`src/hdl/pstr_consts.vh`:
```
/*
 Constants for the status and telemetry readback block: read selects,
 bit positions of the status bytes, channel count and the fixed output
 voltage exponent. Assumes it is included by bare name from design files.
*/
`ifndef PSTR_CONSTS_VH
`define PSTR_CONSTS_VH

`define PSTR_NCH 8
`define PSTR_CHW 3

// Read selects
`define PSTR_SEL_CML 3'h0
`define PSTR_SEL_MFR 3'h1
`define PSTR_SEL_VIN 3'h2
`define PSTR_SEL_VOUT 3'h3
`define PSTR_SEL_VMODE 3'h4

// Communication/memory/logic status byte
`define PSTR_CML_CMD 7
`define PSTR_CML_DATA 6
`define PSTR_CML_PEC 5
`define PSTR_CML_MEM 4
`define PSTR_CML_OTHER 1

// Vendor status byte
`define PSTR_MFR_DISCH 7
`define PSTR_MFR_FL1 6
`define PSTR_MFR_FL0 5
`define PSTR_MFR_SERVO 4
`define PSTR_MFR_DAC 3
`define PSTR_MFR_SAT 2
`define PSTR_MFR_VINEN 1
`define PSTR_MFR_WDOG 0

// Output voltage exponent, -13 as 5-bit two's complement
`define PSTR_VOUT_EXP 5'h13
`define PSTR_ZERO8 8'h00
`define PSTR_ZERO16 16'h0000

`endif

```
`src/hdl/pstr_status_telemetry.v`:
```
/*
 Status and telemetry readback: the communication/memory/logic fault
 byte, the vendor status byte (latched per-channel and global faults plus
 live handshake bits), and the input and output voltage readback words.
 Assumes the command decoder, ADC, servo, sequencer and fault-pin logic
 run on sys_clk and deliver one-cycle event pulses; only the two shared
 fault-line pins arrive asynchronously.
 Reads are single-cycle requests from the command front end; the answer
 is registered and held until the next request, so a slow host can take
 it late. Flags are cleared only by clear_faults or by the per-channel
 restart pulses; nothing on the read port writes them.
 Converter words arrive already formatted; this block only stores them,
 together with the format flag of each output word; the input word always reads as linear.
 The alert output is a plain registered level, active low.
*/
`timescale 1ns/1ns
`include "pstr_consts.vh"

module pstr_status_telemetry (
    // Clock, reset and the asynchronous fault-line pins
    input wire sys_clk,
    input wire rst_n,
    input wire shared_fault_line_0_n,
    input wire shared_fault_line_1_n,
    // Communication fault events and the clear pulse
    input wire illegal_cmd_event,
    input wire illegal_data_event,
    input wire pec_error_event,
    input wire nvm_fault_event,
    input wire other_comm_event,
    input wire clear_faults,
    // Per-channel events and live levels
    input wire [7:0] discharge_fault_event,
    input wire [7:0] turn_on_attempt,
    input wire [7:0] fault_line0_event,
    input wire [7:0] fault_line1_event,
    input wire [7:0] run_pin_toggle,
    input wire [7:0] operation_on_off,
    input wire [7:0] servo_target_reached,
    input wire [7:0] trim_dac_connected,
    input wire [7:0] servo_end_saturated,
    // Global conditions and converter results
    input wire vin_en_faulted_off,
    input wire watchdog_timeout,
    input wire vin_conv_valid,
    input wire [15:0] vin_conv_data,
    input wire vout_conv_valid,
    input wire [2:0] vout_conv_ch,
    input wire [15:0] vout_conv_data,
    input wire [7:0] current_sense_mode,
    // Read port and status outputs
    input wire rd_req,
    input wire [2:0] rd_sel,
    input wire [2:0] rd_page,
    output reg [15:0] rd_data,
    output reg rd_valid,
    output reg rd_linear11,
    output reg cml_summary,
    output reg alert_out_n
);

    // Fault-line pins come from other devices; two flops before any use.
    // Both reset high so a released reset never looks like a pulled line,
    // at the price of two cycles of blindness after each line change
    reg [1:0] fl_meta;
    reg [1:0] fl_sync;
    always @(posedge sys_clk or negedge rst_n) begin
        if (!rst_n) begin
            fl_meta <= 2'h3;
            fl_sync <= 2'h3;
        end else begin
            fl_meta <= {shared_fault_line_1_n, shared_fault_line_0_n};
            fl_sync <= fl_meta;
        end
    end

    // Sticky flag update: a new event beats a clear landing in the same
    // cycle, so a fault raised during the clear is never lost
    function sticky;
        input set;
        input held;
        input clr;
        begin
            sticky = set | (held & ~clr);
        end
    endfunction

    // Sticky communication/memory/logic flags; a new event beats a clear
    reg cml_cmd;
    reg cml_data;
    reg cml_pec;
    reg cml_mem;
    reg cml_other;
    always @(posedge sys_clk or negedge rst_n) begin
        if (!rst_n) begin
            cml_cmd <= 1'b0;
            cml_data <= 1'b0;
            cml_pec <= 1'b0;
            cml_mem <= 1'b0;
            cml_other <= 1'b0;
        end else begin
            cml_cmd <= sticky(illegal_cmd_event, cml_cmd, clear_faults);
            cml_data <= sticky(illegal_data_event, cml_data, clear_faults);
            cml_pec <= sticky(pec_error_event, cml_pec, clear_faults);
            cml_mem <= sticky(nvm_fault_event, cml_mem, clear_faults);
            cml_other <= sticky(other_comm_event, cml_other, clear_faults);
        end
    end

    // Per-channel latched vendor faults, one copy per page; every page
    // keeps its own history, so switching pages never loses a fault
    wire [7:0] lat_disch;
    wire [7:0] lat_fl0;
    wire [7:0] lat_fl1;
    wire [7:0] lat_sat;
    genvar g;
    generate
        for (g = 0; g < `PSTR_NCH; g = g + 1) begin : g_ch
            // One latch per vendor fault field of this channel
            reg disch;
            reg fl0;
            reg fl1;
            reg sat;
            // Fault-line history also restarts on a run toggle or on/off cycle
            wire fl_clr = clear_faults | run_pin_toggle[g] | operation_on_off[g];
            wire set0 = fault_line0_event[g] | (turn_on_attempt[g] & ~fl_sync[0]);
            wire set1 = fault_line1_event[g] | (turn_on_attempt[g] & ~fl_sync[1]);
            always @(posedge sys_clk or negedge rst_n) begin
                if (!rst_n) begin
                    disch <= 1'b0;
                    fl0 <= 1'b0;
                    fl1 <= 1'b0;
                    sat <= 1'b0;
                end else begin
                    disch <= sticky(discharge_fault_event[g], disch, clear_faults);
                    fl0 <= sticky(set0, fl0, fl_clr);
                    fl1 <= sticky(set1, fl1, fl_clr);
                    sat <= sticky(servo_end_saturated[g], sat, clear_faults);
                end
            end
            assign lat_disch[g] = disch;
            assign lat_fl0[g] = fl0;
            assign lat_fl1[g] = fl1;
            assign lat_sat[g] = sat;
        end
    endgenerate

    // Global watchdog latch, seen from every page; only clear_faults
    // drops it, a page's restart pulses leave it alone
    reg wdog;
    always @(posedge sys_clk or negedge rst_n) begin
        if (!rst_n) begin
            wdog <= 1'b0;
        end else begin
            wdog <= sticky(watchdog_timeout, wdog, clear_faults);
        end
    end

    // Telemetry words; the converter supplies each word already formatted,
    // so this block stores and returns them without any arithmetic
    reg [15:0] vin_word;
    reg [15:0] vout_mem [0:7];
    reg [7:0] vout_lin11;
    integer i;

    // Input reading: the latest conversion wins
    always @(posedge sys_clk or negedge rst_n) begin
        if (!rst_n) begin
            vin_word <= `PSTR_ZERO16;
        end else if (vin_conv_valid) begin
            vin_word <= vin_conv_data;
        end
    end

    // Output readings per channel, with the format flag taken at store
    // time; a mode change only affects conversions that follow it
    always @(posedge sys_clk or negedge rst_n) begin
        if (!rst_n) begin
            vout_lin11 <= `PSTR_ZERO8;
            for (i = 0; i < `PSTR_NCH; i = i + 1) begin
                vout_mem[i] <= `PSTR_ZERO16;
            end
        end else if (vout_conv_valid) begin
            vout_mem[vout_conv_ch] <= vout_conv_data;
            // Only odd channels can measure current; even ones stay unsigned
            vout_lin11[vout_conv_ch] <= vout_conv_ch[0] &
                                        current_sense_mode[vout_conv_ch];
        end
    end

    // Selected page's bit of a per-channel vector; used for every
    // per-page field of the vendor byte, so that byte's page decode lives in one place
    function page_bit;
        input [7:0] vec;
        input [2:0] page;
        begin
            page_bit = vec[page];
        end
    endfunction

    // Communication/memory/logic byte; unimplemented positions stay zero
    reg [7:0] cml_byte;
    always @* begin
        cml_byte = `PSTR_ZERO8;
        cml_byte[`PSTR_CML_CMD] = cml_cmd;
        cml_byte[`PSTR_CML_DATA] = cml_data;
        cml_byte[`PSTR_CML_PEC] = cml_pec;
        cml_byte[`PSTR_CML_MEM] = cml_mem;
        cml_byte[`PSTR_CML_OTHER] = cml_other;
    end

    // Vendor byte for the selected page; live bits are sampled as read,
    // so a host polling them sees the condition of that very cycle
    reg [7:0] mfr_byte;
    always @* begin
        mfr_byte = `PSTR_ZERO8;
        mfr_byte[`PSTR_MFR_DISCH] = page_bit(lat_disch, rd_page);
        mfr_byte[`PSTR_MFR_FL1] = page_bit(lat_fl1, rd_page);
        mfr_byte[`PSTR_MFR_FL0] = page_bit(lat_fl0, rd_page);
        mfr_byte[`PSTR_MFR_SERVO] = page_bit(servo_target_reached, rd_page);
        mfr_byte[`PSTR_MFR_DAC] = page_bit(trim_dac_connected, rd_page);
        mfr_byte[`PSTR_MFR_SAT] = page_bit(lat_sat, rd_page);
        // Global bits ignore the page
        mfr_byte[`PSTR_MFR_VINEN] = vin_en_faulted_off;
        mfr_byte[`PSTR_MFR_WDOG] = wdog;
    end

    // Next answer, chosen at the request edge; without a request the
    // previous word is held so the host may sample it late
    reg [15:0] next_rd_data;
    reg next_rd_linear11;
    always @* begin
        next_rd_data = rd_data;
        next_rd_linear11 = rd_linear11;
        if (rd_req) begin
            next_rd_linear11 = 1'b0;
            case (rd_sel)
                `PSTR_SEL_CML: begin
                    next_rd_data = {`PSTR_ZERO8, cml_byte};
                end
                `PSTR_SEL_MFR: begin
                    next_rd_data = {`PSTR_ZERO8, mfr_byte};
                end
                `PSTR_SEL_VIN: begin
                    next_rd_data = vin_word;
                    next_rd_linear11 = 1'b1;
                end
                `PSTR_SEL_VOUT: begin
                    next_rd_data = vout_mem[rd_page];
                    next_rd_linear11 = vout_lin11[rd_page];
                end
                `PSTR_SEL_VMODE: begin
                    next_rd_data = {11'h000, `PSTR_VOUT_EXP};
                end
                // Unused selects read as zero rather than stale data
                default: begin
                    next_rd_data = `PSTR_ZERO16;
                end
            endcase
        end
    end

    // Read port registers: answer one cycle after the request
    always @(posedge sys_clk or negedge rst_n) begin
        if (!rst_n) begin
            rd_data <= `PSTR_ZERO16;
            rd_valid <= 1'b0;
            rd_linear11 <= 1'b0;
        end else begin
            rd_valid <= rd_req;
            rd_data <= next_rd_data;
            rd_linear11 <= next_rd_linear11;
        end
    end

    // Alert sources; live handshake bits never reach the alert, and the
    // alert rises again only once every latch below has been cleared
    wire any_cml = cml_cmd | cml_data | cml_pec | cml_mem | cml_other;
    wire any_vendor = (|lat_disch) | (|lat_fl0) | (|lat_fl1) | (|lat_sat) | wdog;
    wire any_latched = any_cml | any_vendor;

    // Alert and summary flops; one cycle behind the flags, a lag that a
    // host reading right after an event must allow for
    always @(posedge sys_clk or negedge rst_n) begin
        if (!rst_n) begin
            alert_out_n <= 1'b1;
            cml_summary <= 1'b0;
        end else begin
            alert_out_n <= ~any_latched;
            cml_summary <= any_cml;
        end
    end

endmodule // pstr_status_telemetry

```
`config.mk`:
```
export PLATFORM = sky130hd
export DESIGN_NAME = pstr_status_telemetry
export DESIGN_NICKNAME = d
export VERILOG_FILES = /design/src/hdl/pstr_status_telemetry.v
export VERILOG_INCLUDE_DIRS = /design/src /design/src/hdl
export SDC_FILE = /design/constraint.sdc
export NUM_CORES = 1
export LEC_CHECK = 0
export BUFFER_PORTS_ARGS = -buffer_cell sky130_fd_sc_hd__buf_2
export CAP_MARGIN = 20
export CORE_MARGIN = 10
export CORE_UTILIZATION = 35
export DETAILED_ROUTE_END_ITERATION = 10
export HOLD_SLACK_MARGIN = 0.08
export SYNTH_ARGS = -nofsm -noshare
export SYNTH_HDL_FRONTEND = slang
export SYNTH_SLANG_ARGS = --single-unit
export TNS_END_PERCENT = 1
```
`constraint.sdc`:
```
create_clock -name sys_clk -period 3.4 [get_ports sys_clk]
set_clock_uncertainty 0.1 [all_clocks]
set_input_delay 0.34 -clock sys_clk [delete_from_list [all_inputs] [get_ports sys_clk]]
set_output_delay 0.34 -clock sys_clk [all_outputs]
set_load 0.005 [all_outputs]
```
==> run_results.csv, run 1 <==
group,metric,value,unit
synth,yosysSeqAreaShare,56.1,%
synth,synth_area_leader_cell,"dfrtp_1",
floorplan,ioPinCount,156,
global_route,track_usage,14.8,%
layout,finalNetCount,1016,
worst_setup_path,endpoint_kind,"register",
timing,min_period,2020,ps
timing,tns,0,ps
worst_setup_path,cp-start-kind,"primary input",
placement,pre_cts_ws,856,ps
detailed_routing,first_pass_iters,4,
synth,yosys.area_share.xor_xnor,0,%
clocking,cts_tree,"done",
worst_setup_path,path_class,"in -> reg",
timing,setup_viol,0,
floorplan,core_area,26900,um^2
layout,final_cell_mix,"209 x dfrtp_1, 165 x mux2_2, 151 x buf_2",
worst_setup_path,cpPeakStageDelay,570,ps
placement,dp.cells,1106,
synth,syn-instance-count,629,
timing,layout_setup_ws,1380,ps
outcome,outcome,"complete, no violations",
detailed_routing,routedWlPerCell,20.1,um
detailed_routing,drt_iter0_drc,383,
layout,final_cell_area,12500,um^2
synth,yosysWarningCount,0,
power_and_ir_drop,leakagePower,5.45,nW
detailed_routing,drc,0,
layout,stdcell_count,1241,
floorplan,die_area,34300,um^2
worst_setup_path,critical_path.endpoint,"rd_data[1]",
clocking,cts-resized-gates,0,
worst_setup_path,crit_buf_inv,2,
synth,synth_area,9550,um^2
timing,hold_violations,0,
worst_setup_path,cp_top_family,"multiplexers",
global_route,grt_pass1_vias,6965,
placement,placed_area,10800,um^2
synth,avgSynthCellArea,15.2,um^2
timing,clock.fmax,494,MHz
floorplan,die_w,185,um
timing,drv_slew,0,
timing,max-slew-margin-rel,41.1,%
detailed_routing,vias,6393,
worst_setup_path,cp_max_fo,19,
power_and_ir_drop,p_total,7.00,mW
worst_setup_path,r2r_slack,1570,ps
synth,synth_fp_nets,765,
synth,synth_mux_area_share,31.0,%
floorplan,num_rows,60,
clocking,htree_levels,1,
clocking,cts_buffers,24,
worst_setup_path,rr_worst_depth,4,
worst_setup_path,cp_cell_sequence,"buf_2 > buf_4 > mux4_2 > mux2i_1 > o22ai_1",
synth,synth_top_family_by_area,"multiplexers",
detailed_routing,wl,24.9,mm
detailed_routing,ant_nets,0,
timing,rsz0062_at_grt,"no",
global_route,grt_overflow,0,
synth,yosys_register_bits,214,
clocking,post-cts-setup-buffer-count,0,
worst_setup_path,crit_start,"rd_page[0]",
floorplan,start_util,35.5,%
clocking,clockBufferDepth,3,
placement,numPortBuffers,152,
worst_setup_path,cp_data_arrival_time,2280,ps
worst_setup_path,worst_path_max_delay_cell,"buf_2",
power_and_ir_drop,peakVddDrop,0.000333,V
clocking,clk_latency,510,ps
worst_setup_path,r2r_end,"rd_data[6]",
timing,fin_hold_ws,127,ps
clocking,cts_root_buffer,"clkbuf_16",
worst_setup_path,cp.required,3650,ps
layout,fin_util,46.5,%
synth,synth_compound_area_share,6.34,%
placement,place_congestion,0.775,
timing,period_share,59.6,%
worst_setup_path,timing.rr.start,"g_ch[3].fl1",
placement,hpwl,16.6,mm
synth,synthTopCellsByArea,"dfrtp_1 55%, mux2_2 19%, mux4_2 9.4%",
layout,layout-drive-gt1-share,47.6,%
detailed_routing,viasPerCell,5.15,
synth,ys_types,42,
worst_setup_path,cp.depth,5,
global_route,grt_pass1_wl,39.8,mm
timing,tightestPinTransition,883,ps
synth,synth_fa_ha_area_share,0,%
floorplan,die_y,185,um
power_and_ir_drop,p_per_area,561,nW/um^2
layout,layout_commonest_cell,"dfrtp_1",
layout,area_growth,30.8,%
global_route,antenna_found_initial,2,
synth,synth_simple_gate_area_share,4.45,%
worst_hold_path,hold_class,"in -> reg",
clocking,clk_pin_slew,60,ps
job,maxCapViolations,0,
global_route,grt_start_max_net_pins,107,
synth,synth.top_cell.area_share,54.8,%
clocking,cts.sinks,214,
-- metal layers --
layer	track usage [%]	vias up	routed length (um)
met5	0	-	0
met4	3.64	0	378
met3	2.98	29	1670
met2	24.6	162	12100
met1	19.2	3290	10700
li1	-	2912	-
-- what timing repair did --
action,in CTS,in global routing
hold buffers,89,0
endpoints found under the setup margin,0,0
endpoints found under the hold margin,264,0
-- registers in the layout (all words and copies together), names as in the netlist, 2 cells and up --
name        flops
fl_meta         2
g_ch.fl1        8
fl_sync         2
vin_word       16
rd_data        16
g_ch.sat        8
vout_mem      128
vout_lin11      8
g_ch.disch      8
g_ch.fl0        8
-- Yosys cell counts (all sizes together) --
| cell | count |
|---|---|
| nand3 | 1 |
| and2 | 1 |
| o2111ai | 1 |
| a221o | 23 |
| nor2b | 10 |
| or3b | 1 |
| mux2 | 169 |
| a211o | 1 |
| a21o | 22 |
| o311ai | 3 |
| nor3 | 13 |
| nand2b | 7 |
| a2111oi | 1 |
| a221oi | 4 |
| o22ai | 8 |
| a21oi | 6 |
| buf | 24 |
| inv | 4 |
| nor4b | 1 |
| nor2 | 14 |
| dfrtp | 209 |
| o211a | 1 |
| nand4 | 2 |
| and3b | 1 |
| nor4 | 8 |
| o21ai | 5 |
| clkbuf | 12 |
| dfstp | 5 |
| nor3b | 2 |
| mux4 | 40 |
| nand2 | 9 |
| a22oi | 1 |
| or2 | 1 |
| nand4b | 3 |
| mux2i | 16 |
-- cells by family after synthesis --
logic type             after synthesis
AO/OA/AOI/OAI                       76
buffers and inverters               40
flip-flops                         214
multiplexers                       225
AND/OR/NAND/NOR                     74
-- power breakdown --
group	switching, mW	total, mW	internal [mW]
Combinational	0.426	1.12	0.697
Clock	1.01	2.69	1.68
Sequential	0.212	3.18	2.97
Total	1.65	7.00	5.35
-- worst min-delay path by stage --
stage / start / endpoint / slack, ps / depth (start not counted)
6_report: vout_conv_data[4] / vout_mem[36] / 130 / 2
3_5_place_dp: fl_meta[1] / fl_sync[1] / 250 / 0
2_1_floorplan: rst_n / cml_cmd / -60 / 0
4_1_cts: vout_conv_data[4] / vout_mem[36] / 110 / 2
3_3_place_gp: fl_meta[0] / fl_sync[0] / 250 / 0
5_1_grt: vout_conv_data[4] / vout_mem[36] / 120 / 2
-- cell type report --
cell class | count | area, um^2
antenna | 2 | 5.00
fill | 2365 | 14400
tap | 341 | 427
sequential | 214 | 5360
clock inverter | 9 | 125
inverter | 4 | 15.0
multi-input combinational | 375 | 4000
clock buffer | 35 | 713
timing repair buffer | 261 | 1850
Note: power is estimated with default switching activity, not from simulation.
==> run 2: changes to the inputs <==
==> constraint.sdc (replaced) <==
create_clock -name sys_clk -period 1.8 [get_ports sys_clk]
set_clock_uncertainty 0.1 [all_clocks]
set_input_delay 0.18 -clock sys_clk [delete_from_list [all_inputs] [get_ports sys_clk]]
set_output_delay 0.18 -clock sys_clk [all_outputs]
set_load 0.005 [all_outputs]
==> run_results.csv, run 2 (synthesis gave the netlist of run 1 again) <==
group,metric,value,unit
global_route,track_usage,15.3,%
floorplan,ioPinCount,156,
power_and_ir_drop,pwr-share-comb,17.5,%
worst_setup_path,rr_worst_depth,3,
power_and_ir_drop,p_sw,3.09,mW
worst_setup_path,cp.depth,3,
detailed_routing,first_pass_iters,4,
worst_setup_path,cp_data_arrival_time,2100,ps
layout,regMostFlops,"vout_mem",
power_and_ir_drop,power.share.switching,24.0,%
floorplan,core_area,26900,um^2
layout,largest_register_ffs,128,
clocking,post-cts-setup-buffer-count,0,
layout,final_cell_mix,"209 x dfrtp_1, 163 x mux2_2, 151 x buf_2",
timing,fin_hold_ws,75.5,ps
clocking,cts.sinks,214,
placement,hpwl,17.3,mm
power_and_ir_drop,leakagePower,5.67,nW
timing,min_period,1830,ps
global_route,grt_pass1_wl,41.4,mm
layout,layout-drive-gt1-share,48.9,%
worst_setup_path,cp_cell_sequence,"inv_1 > a221o_1 > dlygate4sd3_1",
clocking,clk_latency,500,ps
floorplan,die_area,34300,um^2
detailed_routing,vias,6575,
timing,drv_slew,0,
layout,largestRegisters,"vout_mem: 128 flops, rd_data: 16 flops, vin_word: 16 flops",
worst_setup_path,worst_path_max_delay_cell,"dlygate4sd3_1",
timing,layout_setup_ws,-31.8,ps
worst_setup_path,cp-start-kind,"register",
worst_setup_path,crit_buf_inv,2,
timing,clock.fmax,546,MHz
power_and_ir_drop,seqPwrFrac,46.8,%
detailed_routing,viasPerCell,5.16,
layout,fillers,2331,
floorplan,die_w,185,um
layout,finalNetCount,1052,
floorplan,num_rows,60,
global_route,antenna_found_initial,3,
global_route,grt_pass1_vias,7194,
worst_setup_path,cp_top_family,"buffers and inverters",
placement,place_congestion,0.807,
outcome,violations,"setup timing",
worst_setup_path,cp.required,2070,ps
layout,regArea,5360,um^2
worst_hold_path,hold_class,"in -> async",
worst_setup_path,cpPeakStageDelay,570,ps
floorplan,start_util,35.5,%
clocking,htree_levels,1,
timing,max-slew-margin-rel,68.9,%
placement,placed_area,11200,um^2
detailed_routing,ant_nets,0,
timing,period_share,102,%
clocking,clk_pin_slew,60,ps
timing,hold_violations,0,
power_and_ir_drop,p_per_area,1000,nW/um^2
worst_setup_path,endpoint_kind,"register",
worst_setup_path,cp_max_fo,8,
layout,multiInputGateArea,4020,um^2
timing,setup_viol,3,
global_route,grt_start_max_net_pins,44,
global_route,grt_overflow,0,
layout,fin_util,48.0,%
floorplan,die_y,185,um
detailed_routing,routedWlPerCell,20.4,um
clocking,cts_buffers,23,
power_and_ir_drop,p_clk_share,35.7,%
layout,final_cell_area,12900,um^2
placement,pre_cts_ws,-116,ps
clocking,cts_tree,"done",
power_and_ir_drop,peakVddDrop,0.000631,V
placement,numPortBuffers,152,
worst_setup_path,path_class,"reg -> reg",
clocking,clockBufferDepth,3,
clocking,cts_root_buffer,"clkbuf_16",
timing,rsz0062_at_grt,"yes",
power_and_ir_drop,p_total,12.9,mW
layout,layout_commonest_cell,"dfrtp_1",
detailed_routing,wl,26.0,mm
layout,area_growth,35.0,%
detailed_routing,drc,0,
detailed_routing,drt_iter0_drc,393,
outcome,outcome,"finished, violations left",
power_and_ir_drop,internal_power,9.80,mW
timing,tightestPinTransition,454,ps
job,maxCapViolations,0,
-- run 2: per-layer routing --
metal / vias to the layer above / wire (um) / global-route usage (%)
li1: 2990 / - / -
met1: 3426 / 11600 / 20.0
met2: 133 / 12900 / 25.8
met3: 26 / 1170 / 2.47
met4: 0 / 379 / 3.67
met5: - / 0 / 0
-- run 2: stage by stage --
step,std cells,TNS (ps)
after floorplan,629,0
after global placement,1136,-366
after detailed placement,1136,-587
after CTS,1271,0
after global routing,1272,-485
final,1275,-69.1
-- run 2: path summary, 6_finish.rpt --
kind	start	slack, ps	end
setup / recovery	fl_sync[0]	-30	g_ch[6].fl0
hold / removal	rst_n	80	vout_mem[116]
setup reg to reg	fl_sync[0]	-30	g_ch[6].fl0
hold reg to reg	fl_meta[0]	260	fl_sync[0]
max in group asynchronous	rst_n	860	vout_mem[111]
min in group sys_clk	vin_en_faulted_off	110	rd_data[1]
-- run 2: area by class of cell --
class | instances | share of cell area, %
Tap cell | 341 | 3.31
Clock inverter | 8 | 0.699
Antenna cell | 4 | 0.0776
Multi-Input combinational cell | 375 | 31.2
Timing Repair Buffer | 298 | 18.1
Sequential cell | 214 | 41.6
Clock buffer | 31 | 4.93
Inverter | 4 | 0.116
-- run 2: power groups by stage --
stage | clock network [mW] | registers, mW | logic [mW]
6_report | 4.60 | 6.03 | 2.26
5_1_grt | 4.92 | 6.11 | 2.48
4_1_cts | 4.70 | 6.02 | 2.27
3_5_place_dp | 0 | 6.10 | 2.09
3_3_place_gp | 0 | 6.07 | 2.05
2_1_floorplan | 0 | 5.96 | 1.36
-- run 2: timing repair --
item                                    in CTS  in global routing
gates resized for setup                      0                  5
endpoints found under the setup margin       0                 17
endpoints found under the hold margin      402                  0
hold buffers                                96                  0
